File: src/tcc_consts.svh
/*
  constant definitions for the 16-bit counter with input capture:
  byte-location codes, waveform modes, fixed ceilings, filter length.
  assumes inclusion by bare name from the package and the design files.
*/
`ifndef TCC_CONSTS_SVH
`define TCC_CONSTS_SVH

// byte location codes on the register port
`define TCC_LOC_COUNT_LOWER   3'h0
`define TCC_LOC_COUNT_UPPER   3'h1
`define TCC_LOC_CAPT_LOWER    3'h2
`define TCC_LOC_CAPT_UPPER    3'h3
`define TCC_LOC_CMPA_LOWER    3'h4
`define TCC_LOC_CMPA_UPPER    3'h5

// fixed ceilings
`define TCC_TOP_8BIT          16'h00ff
`define TCC_TOP_9BIT          16'h01ff
`define TCC_TOP_10BIT         16'h03ff
`define TCC_MAX               16'hffff
`define TCC_BOTTOM            16'h0000

// waveform mode codes
`define TCC_WGM_NORMAL        4'h0
`define TCC_WGM_PC8           4'h1
`define TCC_WGM_PC9           4'h2
`define TCC_WGM_PC10          4'h3
`define TCC_WGM_CTC_A         4'h4
`define TCC_WGM_F8            4'h5
`define TCC_WGM_F9            4'h6
`define TCC_WGM_F10           4'h7
`define TCC_WGM_PFC_C         4'h8
`define TCC_WGM_PFC_A         4'h9
`define TCC_WGM_PC_C          4'ha
`define TCC_WGM_PC_A          4'hb
`define TCC_WGM_CTC_C         4'hc
`define TCC_WGM_FAST_C        4'he
`define TCC_WGM_FAST_A        4'hf

// clock select value meaning no source
`define TCC_CS_NONE           3'h0

// noise filter length in samples
`define TCC_FILTER_LEN        4

// reset values
`define TCC_RESET_WORD        16'h0000
`define TCC_RESET_BYTE        8'h00

`endif

File: src/tcc_pkg.sv
/*
  types for the 16-bit counter with input capture.
  assumes tcc_consts.svh sits beside it.
*/
`include "tcc_consts.svh"

package tcc_pkg;
  // counting direction
  typedef enum logic [0:0] {
    TCC_DIR_UP   = 1'b0,
    TCC_DIR_DOWN = 1'b1
  } tcc_dir_t;

  // what the counter does on a tick
  typedef enum logic [1:0] {
    TCC_ACT_HOLD = 2'b00,
    TCC_ACT_INC  = 2'b01,
    TCC_ACT_DEC  = 2'b10,
    TCC_ACT_CLR  = 2'b11
  } tcc_act_t;
endpackage

File: src/tcc_filter.sv
/*
  four-sample noise filter and edge detector for the capture path.
  assumes the source input is synchronous to clk; bypassed when disabled.
*/
`include "tcc_consts.svh"

module tcc_filter #(
  parameter int LEN = `TCC_FILTER_LEN
) (
  // clock and reset
  input  wire logic clk,
  input  wire logic rst,
  // control
  input  wire logic enable,
  input  wire logic filter_en,
  input  wire logic rising_sel,
  // source and event
  input  wire logic src_in,
  output logic      edge_q
);
  logic [LEN-2:0] hist_q;  // earlier samples; the newest is src_in itself
  logic [LEN-1:0] win;     // sample window ending with this cycle's input
  logic           filt_q;  // filtered level
  logic           prev_q;  // level seen by edge detector last cycle
  logic           lvl;     // level fed to edge detector

  // shift in samples on every system clock
  always_ff @(posedge clk) begin
    if (rst) begin
      hist_q <= '0;
    end else begin
      hist_q <= {hist_q[LEN-3:0], src_in};
    end
  end

  // window includes the live sample, so the filter adds exactly LEN cycles
  assign win = {hist_q, src_in};

  // output moves only once all samples agree
  always_ff @(posedge clk) begin
    if (rst) begin
      filt_q <= 1'b0;
    end else if (&win) begin
      filt_q <= 1'b1;
    end else if (~|win) begin
      filt_q <= 1'b0;
    end
  end

  // filter adds its delay ahead of the detector only when enabled
  assign lvl = filter_en ? filt_q : src_in;

  // previous level for edge detection
  always_ff @(posedge clk) begin
    if (rst) begin
      prev_q <= 1'b0;
    end else begin
      prev_q <= lvl;
    end
  end

  // edge of chosen polarity, gated off in capture-ceiling modes
  always_ff @(posedge clk) begin
    if (rst) begin
      edge_q <= 1'b0;
    end else begin
      edge_q <= enable & (rising_sel ? (lvl & ~prev_q) : (~lvl & prev_q));
    end
  end
endmodule

File: src/tcc_timer.sv
/*
  16-bit up/down counter with input capture and shared upper-byte holding
  register, reached byte-wise over an 8-bit processor port.
  assumes a single system clock, synchronous inputs, and a one-cycle
  timer_tick pulse from an outside prescaler or external count pin.
*/
// How it works
// - clock select zero halts the counter
// - step by one per tick; clear zeroes
// - ceiling flag at mode top, floor at zero
// - count/capture lower read latches upper; upper writes and count/capture upper reads hit holding
// - counter write loads upper from holding immediately
// - processor write beats clear and count
// - counter readable and writable while halted
// - tick clears, increments or decrements per mode
// - overflow flag set per mode, drives request
// - matching capture edge copies full count
// - capture flag set with capture copy
// - enabled flag requests irq; cleared on service
// - writing one clears capture flag
// - capture lower read first latches upper
// - capture writable only in capture-ceiling modes
// - source is pin, comparator when selected
// - source switch may capture; software clears flag
// - filter adds four system cycles of delay
// - capture inputs active except capture-ceiling modes
// - ceiling fixed, compare A or capture value
// - one holding register shared by all words
// - filter changes after four equal samples
// - upper first; lower write loads whole word
`include "tcc_consts.svh"

module tcc_timer (
  // clock and reset
  input  wire logic       clk,
  input  wire logic       rst,
  // processor byte port
  input  wire logic [2:0] bus_loc,
  input  wire logic       bus_wr,
  input  wire logic       bus_rd,
  input  wire logic [7:0] bus_wdata,
  output logic      [7:0] bus_rdata_q,
  // control bits
  input  wire logic [2:0] clock_source_select,
  input  wire logic [3:0] waveform_mode_select,
  input  wire logic       capture_noise_filter_enable,
  input  wire logic       capture_edge_rising,
  input  wire logic       comparator_capture_select,
  input  wire logic       capture_irq_enable,
  input  wire logic       overflow_irq_enable,
  input  wire logic       capture_flag_clear,
  input  wire logic       overflow_flag_clear,
  input  wire logic       capture_irq_ack,
  input  wire logic       overflow_irq_ack,
  // tick and capture sources
  input  wire logic       timer_tick,
  input  wire logic       capture_input_pin,
  input  wire logic       comparator_output,
  // status
  output logic [15:0]     timer_count_q,
  output logic [15:0]     capture_value_q,
  output logic            count_top_q,
  output logic            count_bottom_q,
  output logic            count_overflow_flag_q,
  output logic            capture_event_flag_q,
  output logic            capture_irq_q,
  output logic            overflow_irq_q
);
  logic [7:0]       hold_q;       // shared upper-byte holding register
  logic [15:0]      cmpa_q;       // compare value a
  logic [15:0]      top;          // ceiling for current mode
  logic             cap_ceiling;  // mode uses capture value as ceiling
  logic             dual_slope;   // phase-correct style modes
  tcc_pkg::tcc_dir_t dir_q;       // counting direction
  tcc_pkg::tcc_act_t act;         // counter action this tick
  logic             tick_en;      // gated tick
  logic             cnt_wr;       // processor writes counter
  logic             cap_wr;       // processor writes capture lower
  logic             cap_edge;     // capture event from filter
  logic             cap_src;      // chosen capture source
  logic             ovf_set;      // overflow event

  // mode decode: ceiling selection
  always_comb begin
    cap_ceiling = 1'b0;
    dual_slope  = 1'b0;
    top         = `TCC_MAX;
    case (waveform_mode_select)
      `TCC_WGM_NORMAL: top = `TCC_MAX;
      `TCC_WGM_PC8: begin
        top        = `TCC_TOP_8BIT;
        dual_slope = 1'b1;
      end
      `TCC_WGM_PC9: begin
        top        = `TCC_TOP_9BIT;
        dual_slope = 1'b1;
      end
      `TCC_WGM_PC10: begin
        top        = `TCC_TOP_10BIT;
        dual_slope = 1'b1;
      end
      `TCC_WGM_CTC_A:  top = cmpa_q;
      `TCC_WGM_F8:     top = `TCC_TOP_8BIT;
      `TCC_WGM_F9:     top = `TCC_TOP_9BIT;
      `TCC_WGM_F10:    top = `TCC_TOP_10BIT;
      `TCC_WGM_PFC_C, `TCC_WGM_PC_C: begin
        top         = capture_value_q;
        cap_ceiling = 1'b1;
        dual_slope  = 1'b1;
      end
      `TCC_WGM_PFC_A, `TCC_WGM_PC_A: begin
        top        = cmpa_q;
        dual_slope = 1'b1;
      end
      `TCC_WGM_CTC_C, `TCC_WGM_FAST_C: begin
        top         = capture_value_q;
        cap_ceiling = 1'b1;
      end
      `TCC_WGM_FAST_A: top = cmpa_q;
      default:         top = `TCC_MAX;
    endcase
  end

  // tick only counts when a source is selected
  assign tick_en = timer_tick & (clock_source_select != `TCC_CS_NONE);
  assign cnt_wr  = bus_wr & (bus_loc == `TCC_LOC_COUNT_LOWER);
  // capture writes accepted only in capture-ceiling modes
  assign cap_wr  = bus_wr & (bus_loc == `TCC_LOC_CAPT_LOWER) & cap_ceiling;

  // single-slope modes wrap to zero on the ceiling; dual-slope modes turn
  // per-tick action from mode and direction
  always_comb begin
    act = tcc_pkg::TCC_ACT_HOLD;
    if (tick_en) begin
      if (dual_slope) begin
        act = (dir_q == tcc_pkg::TCC_DIR_UP) ? tcc_pkg::TCC_ACT_INC : tcc_pkg::TCC_ACT_DEC;
      end else if (timer_count_q == top) begin
        act = tcc_pkg::TCC_ACT_CLR;
      end else begin
        act = tcc_pkg::TCC_ACT_INC;
      end
    end
  end

  // a lower-byte write lands whatever the tick does, so software never
  // has to stop the clock to set a new count
  // counter: write first, then clear/step by one
  always_ff @(posedge clk) begin
    if (rst) begin
      timer_count_q <= `TCC_RESET_WORD;
    end else if (cnt_wr) begin
      timer_count_q <= {hold_q, bus_wdata};
    end else begin
      case (act)
        tcc_pkg::TCC_ACT_INC: timer_count_q <= timer_count_q + 16'h0001;
        tcc_pkg::TCC_ACT_DEC: timer_count_q <= timer_count_q - 16'h0001;
        tcc_pkg::TCC_ACT_CLR: timer_count_q <= `TCC_BOTTOM;
        default:              timer_count_q <= timer_count_q;
      endcase
    end
  end

  // direction is judged one step ahead so the counter turns on the ceiling
  // and on zero without overshooting; single-slope modes always count up
  // direction turns at top and bottom in dual-slope modes
  always_ff @(posedge clk) begin
    if (rst) begin
      dir_q <= tcc_pkg::TCC_DIR_UP;
    end else if (!dual_slope) begin
      dir_q <= tcc_pkg::TCC_DIR_UP;
    end else if (tick_en && !cnt_wr) begin
      if (timer_count_q + 16'h0001 >= top && dir_q == tcc_pkg::TCC_DIR_UP) begin
        dir_q <= tcc_pkg::TCC_DIR_DOWN;
      end else if (timer_count_q == 16'h0001 && dir_q == tcc_pkg::TCC_DIR_DOWN) begin
        dir_q <= tcc_pkg::TCC_DIR_UP;
      end
    end
  end

  // registered, so both flags trail the count by one clock
  // ceiling and floor indications
  always_ff @(posedge clk) begin
    if (rst) begin
      count_top_q    <= 1'b0;
      count_bottom_q <= 1'b1;
    end else begin
      count_top_q    <= (timer_count_q == top);
      count_bottom_q <= (timer_count_q == `TCC_BOTTOM);
    end
  end

  // overflow point: max in normal, bottom in dual slope, top otherwise
  always_comb begin
    if (waveform_mode_select == `TCC_WGM_NORMAL) begin
      ovf_set = tick_en & ~cnt_wr & (timer_count_q == `TCC_MAX);
    end else if (dual_slope) begin
      ovf_set = tick_en & ~cnt_wr & (act == tcc_pkg::TCC_ACT_DEC) & (timer_count_q == 16'h0001);
    end else begin
      ovf_set = tick_en & ~cnt_wr & (timer_count_q == top);
    end
  end

  // a clear landing in the same cycle as a new overflow must not lose it
  // overflow flag: set wins over clear or service
  always_ff @(posedge clk) begin
    if (rst) begin
      count_overflow_flag_q <= 1'b0;
    end else if (ovf_set) begin
      count_overflow_flag_q <= 1'b1;
    end else if (overflow_flag_clear || overflow_irq_ack) begin
      count_overflow_flag_q <= 1'b0;
    end
  end

  // capture source select
  assign cap_src = comparator_capture_select ? comparator_output : capture_input_pin;

  // filter and edge detector, disabled in capture-ceiling modes
  tcc_filter #(
    .LEN(`TCC_FILTER_LEN)
  ) u_filter (
    .clk        (clk),
    .rst        (rst),
    .enable     (~cap_ceiling),
    .filter_en  (capture_noise_filter_enable),
    .rising_sel (capture_edge_rising),
    .src_in     (cap_src),
    .edge_q     (cap_edge)
  );

  // a capture event beats a software load; in capture-ceiling modes the
  // detector is held off, so the two never meet in practice
  // capture register: copy count on event, or software load
  always_ff @(posedge clk) begin
    if (rst) begin
      capture_value_q <= `TCC_RESET_WORD;
    end else if (cap_edge) begin
      capture_value_q <= timer_count_q;
    end else if (cap_wr) begin
      capture_value_q <= {hold_q, bus_wdata};
    end
  end

  // capture flag set with the copy, set beats clear
  always_ff @(posedge clk) begin
    if (rst) begin
      capture_event_flag_q <= 1'b0;
    end else if (cap_edge) begin
      capture_event_flag_q <= 1'b1;
    end else if (capture_flag_clear || capture_irq_ack) begin
      capture_event_flag_q <= 1'b0;
    end
  end

  // interrupt requests
  always_ff @(posedge clk) begin
    if (rst) begin
      capture_irq_q  <= 1'b0;
      overflow_irq_q <= 1'b0;
    end else begin
      capture_irq_q  <= capture_irq_enable & (capture_event_flag_q | cap_edge) & ~capture_irq_ack;
      overflow_irq_q <= overflow_irq_enable & (count_overflow_flag_q | ovf_set) & ~overflow_irq_ack;
    end
  end

  // compare value a, loaded through the holding register
  always_ff @(posedge clk) begin
    if (rst) begin
      cmpa_q <= `TCC_RESET_WORD;
    end else if (bus_wr && bus_loc == `TCC_LOC_CMPA_LOWER) begin
      cmpa_q <= {hold_q, bus_wdata};
    end
  end

  // any upper-byte write or count/capture lower read overwrites this byte, so an
  // interrupt handler touching another word corrupts a split access
  // one shared holding register for every word
  always_ff @(posedge clk) begin
    if (rst) begin
      hold_q <= `TCC_RESET_BYTE;
    end else if (bus_wr && (bus_loc == `TCC_LOC_COUNT_UPPER || bus_loc == `TCC_LOC_CAPT_UPPER ||
                            bus_loc == `TCC_LOC_CMPA_UPPER)) begin
      hold_q <= bus_wdata;
    end else if (bus_rd && bus_loc == `TCC_LOC_COUNT_LOWER) begin
      hold_q <= timer_count_q[15:8];
    end else if (bus_rd && bus_loc == `TCC_LOC_CAPT_LOWER) begin
      hold_q <= capture_value_q[15:8];
    end
  end

  // compare a has no read latch: both of its bytes come straight out,
  // and the upper locations of count and capture return the held byte
  // read data, one cycle after the read strobe
  always_ff @(posedge clk) begin
    if (rst) begin
      bus_rdata_q <= `TCC_RESET_BYTE;
    end else if (bus_rd) begin
      case (bus_loc)
        `TCC_LOC_COUNT_LOWER: bus_rdata_q <= timer_count_q[7:0];
        `TCC_LOC_CAPT_LOWER:  bus_rdata_q <= capture_value_q[7:0];
        `TCC_LOC_CMPA_LOWER:  bus_rdata_q <= cmpa_q[7:0];
        `TCC_LOC_CMPA_UPPER:  bus_rdata_q <= cmpa_q[15:8];
        `TCC_LOC_COUNT_UPPER: bus_rdata_q <= hold_q;
        `TCC_LOC_CAPT_UPPER:  bus_rdata_q <= hold_q;
        default:              bus_rdata_q <= `TCC_RESET_BYTE;
      endcase
    end
  end
endmodule

File: config.mk
export PLATFORM = sky130hd
export DESIGN_NAME = tcc_timer
export DESIGN_NICKNAME = d
export VERILOG_FILES = /design/src/tcc_pkg.sv /design/src/tcc_filter.sv /design/src/tcc_timer.sv
export VERILOG_INCLUDE_DIRS = /design/src
export SDC_FILE = /design/constraint.sdc
export NUM_CORES = 1
export LEC_CHECK = 0
export BUFFER_PORTS_ARGS = -buffer_cell sky130_fd_sc_hd__buf_2
export CAP_MARGIN = 20
export CORE_MARGIN = 10
export CORE_UTILIZATION = 50
export DETAILED_ROUTE_END_ITERATION = 7
export GPL_TIMING_DRIVEN = 0
export PLACE_DENSITY = 0.71
export SETUP_SLACK_MARGIN = 0.5
export SLEW_MARGIN = 5
export SYNTH_ARGS = -nofsm -noshare
export SYNTH_HDL_FRONTEND = slang
export SYNTH_HIERARCHICAL = 1
export SYNTH_SLANG_ARGS = --single-unit
File: constraint.sdc
create_clock -name clk -period 4.28 [get_ports clk]
set_input_delay 0.642 -clock clk [delete_from_list [all_inputs] [get_ports clk]]
set_output_delay 0.642 -clock clk [all_outputs]
set_load 0.02 [all_outputs]
==> results of run 1 <==
-- placed cells by master (no fill, tap or decap), types with 7 or more instances in the layout --
cell      netlist  routed
a221oi_1        8       8
nand4_1         9       9
buf_2           4      80
nor2b_1        10      10
a21o_1          7       7
nand3_1        13      13
o22ai_1        12      12
nor4_1         12      12
clkbuf_8        0      10
o21ai_0        38      38
mux2i_1        37      37
a21oi_1        53      53
ha_1           20      20
nor3_1         12      11
a211oi_1       27      27
nand2_1        57      57
xor2_1          7       7
xnor2_1        13      13
clkbuf_1       37      38
nor2_1         85      85
a311oi_1        8       8
nand2b_1       11      11
dfxtp_1        77      77
buf_1           9       8
and2_1          7       7
inv_1          16      16
-- per-layer routing --
metal,vias to the layer above,track usage [%]
met5,-,0
met2,363,43.97
met1,2781,34.27
met3,41,5.158
met4,0,10.58
li1,2745,-
-- metrics by stage --
step	instance area [sq um]	util, %
2_1_floorplan	5425	-
3_3_place_gp	5976	57.12
3_5_place_dp	5983	57.19
4_1_cts	6185	59.11
5_1_grt	6198	59.24
6_report	6198	59.24
-- cells by family (layout without fill, tap and decap cells) --
family	count (synthesis)	after routing
AO/OA/AOI/OAI	206	206
multiplexers	42	42
buffers and inverters	75	169
XOR/XNOR	20	20
AND/OR/NAND/NOR	255	255
flip-flops	77	77
adder cells (fa/ha/maj)	20	20
-- power by group --
part / internal (mW) / switching (mW) / total, mW
Clock: 0.287 / 0.309 / 0.596
Combinational: 0.189 / 0.313 / 0.502
Sequential: 0.750 / 0.0491 / 0.799
Total: 1.22 / 0.671 / 1.90
-- area by class of cell --
class	instances	area, sq um
Fill cell	1030	4264
Multi-Input combinational cell	543	3563
Sequential cell	77	1541
Timing Repair Buffer	78	395.4
Buffer	57	259.0
Tap cell	136	170.2
Clock buffer	11	141.4
Inverter	18	67.56
Clock inverter	5	60.06
-- worst max-delay path by stage --
stage	to	slack (ns)	depth (start not counted)
after floorplan	timer_count_q[2]$_SDFFE_PP0P_	0.93	13
after global placement	timer_count_q[2]$_SDFFE_PP0P_	0.32	13
after detailed placement	timer_count_q[2]$_SDFFE_PP0P_	0.31	13
after CTS	dir_q$_SDFFE_PP0P_	0.55	14
after global routing	dir_q$_SDFFE_PP0P_	0.51	13
final	timer_count_q[2]$_SDFFE_PP0P_	0.73	14
-- registers in the layout, indices dropped and copies added, names as in the netlist --
register / count
cmpa_q: 16
capture_value_q: 16
u_filter/filt_q: 1
capture_event_flag_q: 1
bus_rdata_q: 8
count_top_q: 1
u_filter/prev_q: 1
hold_q: 8
u_filter/edge_q: 1
overflow_irq_q: 1
timer_count_q: 16
dir_q: 1
count_bottom_q: 1
capture_irq_q: 1
count_overflow_flag_q: 1
u_filter/hist_q: 3
-- what timing repair did --
action	CTS	global route
gates resized for setup	0	2
setup buffers	0	1
setup endpoints to repair	0	3
-- critical path: cells and delay by family --
kind	cells	cell delay [ns]
buffers and inverters	5	0.99
AND/OR/NAND/NOR	4	0.76
adder cells (fa/ha/maj)	1	0.30
AO/OA/AOI/OAI	4	1.11
==> run metrics, run 1 <==
status=finished, final reports clean; Peak Freq=281.8 MHz; FF-to-FF Start=timer_count_q[2]$_SDFFE_PP0P_; leading area contributor after synthesis=dfxtp_1; met1 WL=8487 microns; Crit Reg-Reg Endpoint=dir_q$_SDFFE_PP0P_; Max Cap Viol=0; cell area power density=305.9 nW/um^2; Remaining DRCs=0; Worst Setup SP=waveform_mode_select[3]; worst hold slack=0.4374 ns; first-pass GRT wire length=31,690 microns; Total GRT Usage=26.94%; Antenna Cells=0; CP Cell Sequence=buf_2 -> nor2b_2 -> clkinv_1 -> buf_2 -> o22a_1 -> ha_1 -> a221o_1 -> a2111o_1 -> nor4b_4 -> buf_4 -> nand4_4 -> buf_6 -> a221oi_2 -> nor3_1; row count=37; CP required=4.52 ns; yosys warns=6; count leader, synth=nor2_1; WHS Path Cells=2; Hold Path Origin=capture_irq_ack; TritonCTS clock tree=done; routed length on met3=2101 microns; count of buffers from port buffering=76; peak supply drop=0.2560 mV; largest cells by area after synthesis=dfxtp_1 (28%), mux2i_1 (6.8%), nor2_1 (5.9%); Vias/cell=6.411; Ports=80; Synth Instances=695; final slew viol count=0; R2R Setup Slk=0.84 ns; First-pass DRT Iterations=5; post-synthesis sequential area ratio=28.41%; area delta synth->final=14.25%; synthesized cell area=5425 sq um; max layer used=met4; Syn Nets=749; hold path endpoint=capture_irq_q$_SDFF_PP0_; Worst-Margin Slew=0.8708 ns; Avg Cell Area, Syn=7.806 sq um; violation count after the first detailed-route iteration=725; predominant post-synthesis flop cell=dfxtp_1; DP Wirelength=16,320 microns; complex-gate fraction of the synthesized area=25.71%; Final min period=3.549 ns; crit path DAT=3.79 ns; Synth Register Bits=77; most frequent CP cell=buf_2; die height=124.2 microns; clock skew=0.01062 ns; wire length on met2=9863 microns; post-synthesis mux area share=7.864%; Pleak=2.419 nW; Async SR Flop Fraction=0%; maximum clock path buffer count=2; initial antenna violation count=0; cts bufs inserted=9; Post-synth top cells=nor2_1 (85), dfxtp_1 (77), nand2_1 (57); Synth Area in Adders=4.613%; cell type of the slowest stage on the worst timing path=a2111o_1; Rel. slew slack=41.82%; placed cell count=908; simple logic cell fraction of the synthesized area=24.17%; ANT nets after route=0; starting density of the core=51.85%; Final nets=838; share of cells above drive strength 1=15.84%; Yosys cell types=78; unrepaired setup endpoints after global routing=no; Setup CP Type=in -> reg; GP Congestion=0.9911; pre-CTS WS=0.3067 ns; final setup vio count=0; CTS H-Tree Depth=3; GR Overflow Total=0; clk slew on worst S/H paths=0.08 ns; Hold Buf Count CTS=0; Crit Path Max Fanout=11; die area=15,420 sq um; Total Power Consumption=1.896 mW; worst-skew pair later-pin latency=0.39 ns; root buffer cell=clkbuf_8; DR vias=5,930; setup_tns=0 ns; Worst Setup End Kind=register; # clock sinks=77; wire per inst=22.67 microns; final-report hold violation count=0; R2R depth=14; main combinational cell family by area after synthesis=compound AO/OA/AOI/OAI gates; Post-synth EDFFs=0; post-synthesis xor/xnor area fraction=3.229%; number of global-route vias before repair=5,570; Die W=124.2 microns; Hold WC Path Type=in -> reg; area of the core=10,460 sq um; Setup WS post-layout=0.7308 ns; Critical Path Start Type=input port; slowest cell delay on critical path=0.39 ns; Routed WL=20,970 microns; largest net degree at the start of global routing=14; period utilization=82.93%; top cell type's share of synthesized area=28.41%; Non-Filler Instances=925
Power figures use the tool's default switching activity.
==> run 2: changes to the inputs <==
--- a/config.mk
+++ b/config.mk
@@ -12,7 +12,7 @@
 export CORE_UTILIZATION = 50
 export DETAILED_ROUTE_END_ITERATION = 7
 export GPL_TIMING_DRIVEN = 0
-export PLACE_DENSITY = 0.71
+export PLACE_DENSITY = 0.74
 export SETUP_SLACK_MARGIN = 0.5
 export SLEW_MARGIN = 5
 export SYNTH_ARGS = -nofsm -noshare
==> constraint.sdc (replaced) <==
create_clock -name clk -period 3.2 [get_ports clk]
set_input_delay 0.48 -clock clk [delete_from_list [all_inputs] [get_ports clk]]
set_output_delay 0.48 -clock clk [all_outputs]
set_load 0.02 [all_outputs]
==> run 2 against run 1 <==
Net effect:
- clock-buffer cell count down 1
- clock power is 34% higher
- die area stayed put
- via count up 3.8%
- design area increased by 10%
- sequential power grew 34%
- first-iteration DRC count is 16% higher
- combinational power grew 53%
==> run metrics, run 2 (synthesis results as in run 1) <==
status=finished, final reports clean; Rel. slew slack=28.77% (-13 points); Critical Path Start Type=input port; root buffer cell=clkbuf_8; GR Overflow Total=0 (unchanged); Worst Setup End Kind=register; most frequent cells in the layout=nor2_1 (84), buf_2 (75), dfxtp_1 (69); cell family with most CP delay=compound AO/OA/AOI/OAI gates; CP required=3.44 ns (-1.08 ns); Vias/cell=6.441 (+0.48%); final slew viol count=0 (unchanged); crit path DAT=3.19 ns (-0.60 ns); cell type of the slowest stage on the worst timing path=a2111o_1; count of buffers from port buffering=76 (unchanged); CTS H-Tree Depth=3 (unchanged); number of global-route vias before repair=5,895 (+5.8%); Hold WC Path Type=in -> reg; peak supply drop=0.2930 mV (+14%); CP Cell Sequence=buf_8 -> buf_8 -> nor3b_4 -> a2bb2oi_4 -> buf_6 -> o22a_1 -> ha_4 -> a221o_1 -> a2111o_1 -> nor4b_4 -> buf_4 -> nand4_4 -> buf_12 -> a311oi_2 -> a2111oi_1; cts bufs inserted=9 (unchanged); unrepaired setup endpoints after global routing=yes; clock skew=0.01272 ns (+0.002101 ns); Setup CP Type=in -> reg; Total GRT Usage=28.64% (+1.7 points); Die W=124.2 microns (unchanged); worst-skew pair later-pin latency=0.38 ns (about the same); Comb pwr share=29.2% (+2.7 points); FF-to-FF Start=timer_count_q[8]$_SDFFE_PP0P_; starting density of the core=51.85% (unchanged); worst hold slack=0.2650 ns (-0.1723 ns); TritonCTS clock tree=done; Final min period=2.947 ns; cell area power density=385.8 nW/um^2 (+26%); Worst Path Buf+Inv=5 (unchanged); maximum clock path buffer count=2 (unchanged); Sw Ratio=36.18% (+0.78 points); ANT nets after route=0 (unchanged); Regs by FF count=capture_value_q x16, cmpa_q x16, timer_count_q x16; first-pass GRT wire length=33,760 microns (+6.5%); area of the core=10,460 sq um (unchanged); DP Wirelength=16,670 microns (+2.1%); setup_tns=0 ns (unchanged); switching power=0.9520 mW (+42%); Clock power frac=30.3% (-1.1 points); share of cells above drive strength 1=24.76% (+8.9 points); wire per inst=23.30 microns (+2.8%); GP Congestion=0.9900 (-0.11%); final setup vio count=0 (unchanged); commonest non-fill, non-tap cell in the layout=nor2_1; period utilization=92.11%; # clock sinks=77 (unchanged); largest net degree at the start of global routing=15 (+1); area delta synth->final=25.71%; Hold Buf Count CTS=0 (unchanged); Worst Setup SP=waveform_mode_select[3]; Pleak=2.719 nW (+12%); DR vias=6,158 (+3.8%); Setup WS post-layout=0.2526 ns (-0.4782 ns); clk slew on worst S/H paths=0.09 ns (about the same); Antenna Cells=0 (unchanged); Crit Path Max Fanout=6 (-5); final-report hold violation count=0 (unchanged); initial antenna violation count=0 (unchanged); Ports=80 (unchanged); Final nets=869 (+3.7%); Reg power frac=40.5% (-1.6 points); Remaining DRCs=0 (unchanged); Routed WL=22,280 microns (+6.2%); die area=15,420 sq um (unchanged); Int Power=1.679 mW (+37%); First-pass DRT Iterations=5 (unchanged); most frequent CP cell=buf_8; row count=37 (unchanged); Hold Path Origin=capture_irq_ack; Max Cap Viol=0 (unchanged); die height=124.2 microns (unchanged); Peak Freq=339.3 MHz; pre-CTS WS=-0.3975 ns (-0.7042 ns); slowest cell delay on critical path=0.32 ns (-0.07 ns); Total Power Consumption=2.631 mW (+39%); violation count after the first detailed-route iteration=839 (+16%); Worst-Margin Slew=1.066 ns (+0.1954 ns)
==> run 2: cell types whose count changed in the layout (fill, tap and decap cells not counted), moves of 4 or more <==
cell / change
dfxtp_1: -8
a311oi_2: +4
buf_4: +27
buf_2: -5
dfxtp_4: +5
buf_8: +5
clkbuf_1: -6
buf_6: +5
a311oi_1: -4
nand3_1: -4
==> run 2: layout make-up <==
| class | instances | area [sq um] |
|---|---|---|
| fill | 963 | 3642 |
| inverter | 18 | 72.57 |
| tap | 136 | 170.2 |
| clock buffer | 10 | 127.6 |
| multi-input combinational | 543 | 3800 |
| sequential | 77 | 1564 |
| timing repair buffer | 109 | 684.4 |
| buffer | 57 | 329.1 |
| clock inverter | 6 | 72.57 |
==> run 2: metal layers <==
metal,wire length [microns],global-route usage (%),vias up
li1,-,-,2815
met1,9115,37.61,2906
met2,9970,44.43,380
met3,2301,5.973,57
met4,891,12.45,0
met5,0,0,-
==> run 2: final timing paths <==
path	slack, ns	endpoint	cells past startpoint
max	0.25	timer_count_q[3]$_SDFFE_PP0P_	15
max reg2reg	0.29	dir_q$_SDFFE_PP0P_	14
min reg2reg	0.47	overflow_irq_q$_SDFF_PP0_	2
min	0.27	capture_irq_q$_SDFF_PP0_	2
==> run 2: what timing repair did <==
item                                    in CTS  in global routing
endpoints found under the setup margin      19                 19
pin swaps                                   26                 14
gates cloned                                 1                  0
gates resized for setup                     51                 35
buffers inserted                            21                 10
==> run 2: power by group through the flow <==
stage / sequential, mW / combinational (mW) / clock, mW
2_1_floorplan: 1.10 / 0.427 / 0
3_3_place_gp: 1.09 / 0.655 / 0
3_5_place_dp: 1.09 / 0.660 / 0
4_1_cts: 1.06 / 0.717 / 0.799
5_1_grt: 1.07 / 0.826 / 0.834
6_report: 1.07 / 0.768 / 0.798
==> run 2: through the flow <==
step	utilization, %	std cells	instance area, sq um
finish	65.19	956	6820
global route	65.19	956	6820
CTS	63.30	946	6623
detailed placement	57.56	908	6022
global placement	57.49	907	6015
floorplan	-	695	5464
